`src/hw/i2c_flag_regs_defines.vh`:
```
// register offsets, field positions and reset values for the i2c flag-clear, checksum and receive registers
// assumes a byte-addressed plain register port with 32-bit data
`ifndef I2C_FLAG_REGS_DEFINES_VH
`define I2C_FLAG_REGS_DEFINES_VH
`define ADDR_W            8
`define OFF_FLAG_CLEAR    8'h1C
`define OFF_PKT_CHECKSUM  8'h20
`define OFF_RECEIVE_BYTE  8'h24
`define OFF_STATUS        8'h18
`define OFF_IRQ_STATUS    8'h40
`define OFF_IRQ_CLEAR     8'h44
`define OFF_IRQ_ENABLE    8'h48
`define OFF_CONTROL       8'h4C
`define BIT_ALERT         13
`define BIT_TIMEOUT       12
`define BIT_CHECKSUM_ERROR_FLAG        11
`define BIT_OVERRUN       10
`define BIT_ARLOST        9
`define BIT_BUSERR        8
`define BIT_STOP          5
`define BIT_NACK          4
`define BIT_ADDR          3
`define BIT_RXFULL        2
`define FLAG_MASK         32'h00003F38
`define SMBUS_MASK        32'h00003800
`define CTL_ENABLE        0
`define CTL_CHECKSUM_EN   1
`define CTL_START         2
`define RESET_WORD        32'h00000000
`define IRQ_W             10
`endif

```
`src/hw/i2c_flag_regs.v`:
```
// flag-clear, packet checksum and receive byte registers of an i2c/smbus interface, plus status and interrupt
// assumes the protocol engine gives one-cycle event pulses, a received byte strobe and a checksum byte
// Overview of operation
// writing 1 to clear bit 13 clears the smbus alert flag
// writing 1 to clear bit 12 clears the timeout flag
// writing 1 to clear bit 11 clears the checksum error flag
// without smbus, clear bits 13 to 11 are reserved and forced to zero
// writing 1 to clear bit 10 clears the overrun flag
// writing 1 to clear bit 9 clears the arbitration lost flag
// writing 1 to clear bit 8 clears the bus error flag
// writing 1 to clear bit 5 clears the stop seen flag
// writing 1 to clear bit 4 clears the no acknowledge flag
// writing 1 to clear bit 3 clears the address match flag and start bit
// software writes reserved clear bits as zero
// checksum register bits 7:0 show the internal checksum byte while enabled
// checksum byte is zero whenever the interface is switched off
// without smbus the whole checksum register reads zero
// receive register bits 7:0 hold last received byte, upper bits zero
// receive full flag sets on byte arrival, clears on receive register read
// zero clear bits change nothing; the clear register reads zero
`timescale 1ns/10ps
`include "i2c_flag_regs_defines.vh"
`default_nettype none
module i2c_flag_regs #(
  parameter SMBUS_SUPPORT = 1
) (
  // clock, reset, enable
  input  wire              mclk,
  input  wire              rst,
  input  wire              clk_en,
  // register port
  input  wire [7:0]        reg_addr,
  input  wire [31:0]       reg_wdata,
  input  wire              reg_wr,
  input  wire              reg_rd,
  output reg  [31:0]       reg_rdata,
  // events from the protocol engine
  input  wire              ev_alert,
  input  wire              ev_timeout,
  input  wire              ev_checksum_error_flag,
  input  wire              ev_overrun,
  input  wire              ev_arlost,
  input  wire              ev_buserr,
  input  wire              ev_stop,
  input  wire              ev_nack,
  input  wire              ev_addr,
  input  wire              start_set,
  input  wire              rx_valid,
  input  wire [7:0]        rx_data,
  input  wire              checksum_load,
  input  wire [7:0]        checksum_in,
  // state towards the engine
  output wire              interface_switch_on,
  output wire              checksum_enable,
  output wire              start_request,
  output wire              receive_full_flag,
  output wire [31:0]       status_flags,
  // interrupt
  output wire              irq
);
  reg  [31:0] flags_q;
  reg         rxfull_q;
  reg  [7:0]  received_byte_q;
  reg  [7:0]  checksum_q;
  reg  [2:0]  ctl_q;
  reg  [`IRQ_W-1:0] irq_st_q;
  reg  [`IRQ_W-1:0] irq_en_q;
  wire [31:0] ev_vec;
  wire [31:0] clr_mask;
  wire [31:0] sup_mask;
  wire        wr_clear;
  wire        rd_rx;
  wire [`IRQ_W-1:0] irq_ev;
  wire [`IRQ_W-1:0] irq_clr;

  function hit;
    input [7:0] a;
    input [7:0] off;
    begin
      hit = (a == off);
    end
  endfunction

  // without smbus the alert/timeout/checksum bits do not exist
  assign sup_mask = (SMBUS_SUPPORT != 0) ? `FLAG_MASK : (`FLAG_MASK & ~`SMBUS_MASK);
  assign wr_clear = reg_wr && hit(reg_addr, `OFF_FLAG_CLEAR);
  // only ones clear; reserved bits written by software are dropped
  assign clr_mask = wr_clear ? (reg_wdata & sup_mask) : 32'h00000000; // see
  assign rd_rx    = reg_rd && hit(reg_addr, `OFF_RECEIVE_BYTE);

  assign ev_vec = ({18'h00000, ev_alert, ev_timeout, ev_checksum_error_flag, ev_overrun, ev_arlost, ev_buserr,
                    2'b00, ev_stop, ev_nack, ev_addr, 3'b000} & sup_mask);

  assign interface_switch_on = ctl_q[`CTL_ENABLE];
  assign checksum_enable     = ctl_q[`CTL_CHECKSUM_EN];
  assign start_request       = ctl_q[`CTL_START];
  assign receive_full_flag   = rxfull_q;
  assign status_flags        = flags_q | {29'h00000000, rxfull_q, 2'b00};

  // flags: hardware set wins over a clear in the same cycle so no event is lost
  always @(posedge mclk) begin
    if (rst) begin
      flags_q <= `RESET_WORD;
    end else if (clk_en) begin
      if (!ctl_q[`CTL_ENABLE]) begin
        flags_q <= `RESET_WORD;
      end else begin
        flags_q <= (flags_q & ~clr_mask) | ev_vec; // see see see see see see see
      end
    end
  end

  // control: enable, checksum enable, start; clearing address match also drops start
  always @(posedge mclk) begin
    if (rst) begin
      ctl_q <= 3'b000;
    end else if (clk_en) begin
      if (reg_wr && hit(reg_addr, `OFF_CONTROL)) begin
        ctl_q <= reg_wdata[2:0];
      end else if (start_set) begin
        ctl_q[`CTL_START] <= 1'b1;
      end else if (clr_mask[`BIT_ADDR]) begin
        ctl_q[`CTL_START] <= 1'b0;
      end
    end
  end

  // receive byte and full flag; a new byte in the read cycle keeps the flag set
  always @(posedge mclk) begin
    if (rst) begin
      received_byte_q <= 8'h00;
      rxfull_q        <= 1'b0;
    end else if (clk_en) begin
      if (rx_valid) begin
        received_byte_q <= rx_data;
      end
      if (!ctl_q[`CTL_ENABLE]) begin
        rxfull_q <= 1'b0;
      end else if (rx_valid) begin
        rxfull_q <= 1'b1;
      end else if (rd_rx) begin
        rxfull_q <= 1'b0;
      end
    end
  end

  // checksum byte follows the engine, zeroed while switched off
  always @(posedge mclk) begin
    if (rst) begin
      checksum_q <= 8'h00;
    end else if (clk_en) begin
      if (!ctl_q[`CTL_ENABLE]) begin
        checksum_q <= 8'h00;
      end else if (checksum_load && ctl_q[`CTL_CHECKSUM_EN]) begin
        checksum_q <= checksum_in;
      end
    end
  end

  // interrupt events: the nine flag events and receive full
  assign irq_ev  = {ev_vec[13:8], ev_vec[5:3], rx_valid & ctl_q[`CTL_ENABLE]};
  assign irq_clr = (reg_wr && hit(reg_addr, `OFF_IRQ_CLEAR)) ? reg_wdata[`IRQ_W-1:0] : {`IRQ_W{1'b0}};
  assign irq     = |(irq_st_q & irq_en_q);

  always @(posedge mclk) begin
    if (rst) begin
      irq_st_q <= {`IRQ_W{1'b0}};
      irq_en_q <= {`IRQ_W{1'b0}};
    end else if (clk_en) begin
      irq_st_q <= (irq_st_q & ~irq_clr) | irq_ev;
      if (reg_wr && hit(reg_addr, `OFF_IRQ_ENABLE)) begin
        irq_en_q <= reg_wdata[`IRQ_W-1:0];
      end
    end
  end

  // read data one cycle after the strobe; unmapped and write-only read zero
  always @(posedge mclk) begin
    if (rst) begin
      reg_rdata <= `RESET_WORD;
    end else if (clk_en) begin
      reg_rdata <= `RESET_WORD;
      if (reg_rd) begin
        case (reg_addr)
          `OFF_FLAG_CLEAR:   reg_rdata <= `RESET_WORD;
          `OFF_PKT_CHECKSUM: reg_rdata <= (SMBUS_SUPPORT != 0) ? {24'h000000, checksum_q} : `RESET_WORD; // see
          `OFF_RECEIVE_BYTE: reg_rdata <= {24'h000000, received_byte_q};
          `OFF_STATUS:       reg_rdata <= status_flags;
          `OFF_IRQ_STATUS:   reg_rdata <= {22'h000000, irq_st_q};
          `OFF_IRQ_ENABLE:   reg_rdata <= {22'h000000, irq_en_q};
          `OFF_CONTROL:      reg_rdata <= {29'h00000000, ctl_q};
          default:           reg_rdata <= `RESET_WORD;
        endcase
      end
    end
  end
endmodule // i2c_flag_regs
`default_nettype wire

```
`config.mk`:
```
export PLATFORM = sky130hd
export DESIGN_NAME = i2c_flag_regs
export DESIGN_NICKNAME = d
export VERILOG_FILES = /design/src/hw/i2c_flag_regs.v
export VERILOG_INCLUDE_DIRS = /design/src /design/src/hw
export SDC_FILE = /design/constraint.sdc
export NUM_CORES = 1
export LEC_CHECK = 0
export BUFFER_PORTS_ARGS = -buffer_cell sky130_fd_sc_hd__buf_2
export CORE_UTILIZATION = 45
export DETAILED_ROUTE_END_ITERATION = 7
export PLACE_DENSITY = 0.76
export SYNTH_ARGS = -nofsm -noshare
export SYNTH_HDL_FRONTEND = slang
export SYNTH_SLANG_ARGS = --single-unit
```
`constraint.sdc`:
```
create_clock -name mclk -period 2.5 [get_ports mclk]
set_clock_uncertainty 0.05 [all_clocks]
set_input_delay 0.25 -clock mclk [delete_from_list [all_inputs] [get_ports mclk]]
set_output_delay 0.25 -clock mclk [all_outputs]
set_load 0.02 [all_outputs]
```
==> flow_summary_export.csv <==
group,metric,value,unit
placed_design,routabilityCongestion,0.924,
synth,syn_area,3280,µm²
hold_path,hold_class,"primary input to register",
floorplanning,die_h,87.4,µm
floorplanning,fp.dieArea,7640,µm²
setup_path,max_stage_delay,0.40,ns
setup_path,crit_arrival,1.95,ns
clock_network,clk_pin_slew,0.08,ns
sta,grt_setup_unrepaired,"false",
final_layout,ff_latch_area,1280,µm²
pwr,p_int,1.68,mW
setup_path,cp_slowest_cell,"nor4b_1",
synth,ys_seq_area_share,39.0,%
detailed_routing,num_vias,3205,
final_layout,final_nets,567,
synth,synthArstFlopShare,0,%
final_layout,final_cells,595,
global_routing,grt_first_pass_wirelength,14100,µm
pwr,p_sw_share,26.4,%
floorplanning,die_x,87.4,µm
sta,period_share,71.3,%
synth,synth_top_area_cell,"dfxtp_1",
final_layout,drive_above_1_share,26.9,%
setup_path,r2r-start,"ctl_q[1]",
synth,synth_cell_types,43,
floorplanning,row_count,30,
detailed_routing,antenna_left,0,
clock_network,worstSkewPairLatency,0.35,ns
sta,whs,0.0794,ns
floorplanning,core,6910,µm²
synth,yosys_warnings,0,
detailed_routing,post_drt_via_cell_ratio,5.39,
run,cap_violations,0,
final_layout,final_cell_mix,"101 x buf_2, 72 x nand2_1, 64 x dfxtp_1",
setup_path,cp-startpoint,"reg_addr[4]",
clock_network,clock_path_buffers,2,
clock_network,cts_tree,"done",
floorplanning,pin_count,142,
detailed_routing,drc,0,
setup_path,crit_required,2.66,ns
global_routing,antenna_found_initial,0,
pwr,leakage,1.64,nW
global_routing,grt_max_degree,49,
placed_design,dp_hpwl,6490,µm
sta,hold_viol,0,
global_routing,grt_overflow_total,0,
final_layout,final_util,56.0,%
pwr,combPwrFrac,10.2,%
sta,tns,0,ns
sta,worst_slew_pin_slew,0.605,ns
sta,slew_viol_final,0,
setup_path,cp_cell_sequence,"buf_2, nor4b_1, and3_1, nand3_1, o31ai_1, a211oi_1",
sta,relSlewSlack,59.7,%
global_routing,track_usage,24.4,%
clock_network,post_cts_buffers,0,
sta,period_needed,1.78,ns
clock_network,root_buffer,"clkbuf_8",
global_routing,grt_pass1_vias,2935,
setup_path,cp_max_fo,10,
pwr,clkPwrFrac,43.2,%
setup_path,end_kind,"register",
detailed_routing,drtPass1Iterations,5,
pwr,p_seq_share,46.5,%
clock_network,cts_num_sinks,64,
clock_network,htree_levels,3,
synth,ys.flop_type,"dfxtp_1",
final_layout,antenna_cells,0,
floorplanning,initial_core_util,47.6,%
synth,synth_edf_count,0,
clock_network,cts_resized,0,
setup_path,critPathKind,"primary input to register",
final_layout,final_common_cell,"buf_2",
synth,ys_seq_elements,64,
setup_path,critPathLaunchType,"primary input",
placed_design,placed_area,3650,µm²
detailed_routing,wirelength,8830,µm
final_layout,final_area,3870,µm²
final_layout,multi_input_comb_area,1630,µm²
hold_path,hold_path.startpoint,"rx_data[5]",
placed_design,placed_cells,579,
placed_design,port_buffers,101,
detailed_routing,drt-wirelength-per-cell,14.8,µm
synth,synth_top_area_share,39.0,%
run_status,status,"completed",
final_layout,layout-area-overhead-vs-synth,17.8,%
clock_network,cts_hold_buf,0,
pwr,vdd_drop_max,318,µV
sta,setup_violations,0,
detailed_routing,drtIter0Drc,301,
synth,synth.area.top_cells,"dfxtp_1 39%, buf_4 9.4%, a21oi_1 9.0%, nand2_1 8.2%, o21ai_0 4.0%",
pwr,pwr_density_cell,589,nW/µm²
clock_network,cts_buffers,9,
synth,netlist_instances,413,
final_layout,num-fill-cells,692,
synth,syn_avg_cell_area,7.95,µm²
pwr,switching_power,0.601,mW
sta,fmax,561,MHz
## metrics by stage
step / worst slack [ns] / power (mW)
finish: 0.717 / 2.28
global route: 0.642 / 2.37
CTS: 0.730 / 2.29
detailed placement: 0.403 / 1.31
global placement: 0.483 / 1.31
floorplan: 0.763 / 1.25
## layout make-up
class                      instances  area share, %
timing repair buffer             110           14.8
tap                               96           3.10
multi-input combinational        297           42.1
clock buffer                       9           3.20
sequential                        64           33.1
inverter                          12           1.16
clock inverter                     7           2.49
## power by group through the flow
stage          combinational [mW]  sequential (mW)  clock (mW)
2_1_floorplan               0.165             1.09           0
3_3_place_gp                0.226             1.08           0
3_5_place_dp                0.230             1.08           0
4_1_cts                     0.230             1.06       0.995
5_1_grt                     0.258             1.06        1.05
6_report                    0.233             1.06       0.986
## metal layers
metal,vias up,track usage [%],share of wire [%]
met5,-,0,0
met4,0,9.99,2.1
met3,16,6.45,7.6
met2,149,36.7,46
met1,1478,33.0,45
li1,1562,-,-
## worst paths after layout
path | to | slack (ns) | cells past startpoint
max | flags_q[9] | 0.72 | 6
min | received_byte_q[5] | 0.08 | 3
max reg2reg | checksum_q[7] | 1.08 | 4
min reg2reg | reg_rdata[0] | 0.40 | 2
## state kept, by name (all words and copies together) (netlist names)
| signal | flops |
|---|---|
| irq_st_q | 10 |
| receive_full_flag | 1 |
| flags_q | 9 |
| ctl_q | 3 |
| irq_en_q | 10 |
| checksum_q | 8 |
| reg_rdata | 15 |
| received_byte_q | 8 |
## cells by family (layout without fill, tap and decap cells)
group,count (synthesis),in the layout,share of synthesized area [%]
AND/OR/NAND/NOR,141,141,21.9
multiplexers,6,6,1.90
flip-flops,64,64,39.0
buffers and inverters,73,138,13.8
AO/OA/AOI/OAI,128,128,23.4
other,1,22,0.114
## synth_stat cells (2+ instances only)
| cell | n |
|---|---|
| nand2_1 | 72 |
| nor4b_1 | 2 |
| clkbuf_1 | 12 |
| and3b_1 | 3 |
| o31ai_1 | 6 |
| buf_6 | 3 |
| nand3_1 | 20 |
| buf_4 | 41 |
| and2_1 | 3 |
| a221oi_1 | 2 |
| nor2b_1 | 2 |
| nor2_1 | 11 |
| nor3b_1 | 2 |
| mux2i_1 | 4 |
| inv_1 | 12 |
| buf_1 | 4 |
| nand4_1 | 2 |
| a211oi_1 | 9 |
| or3_1 | 3 |
| nand3b_1 | 2 |
| a22oi_1 | 13 |
| dfxtp_1 | 64 |
| mux2_2 | 2 |
| nor3_1 | 3 |
| o221ai_1 | 3 |
| nand2b_1 | 5 |
| o21ai_0 | 26 |
| a22o_1 | 6 |
| and3_1 | 4 |
| a21oi_1 | 59 |
## worst max-delay path, delay by kind of cell
kind                   cells  cell delay (ns)
buffers and inverters      1             0.21
AND/OR/NAND/NOR            3             1.00
AO/OA/AOI/OAI              2             0.48
No activity file was read; power rests on OpenSTA's default activity.
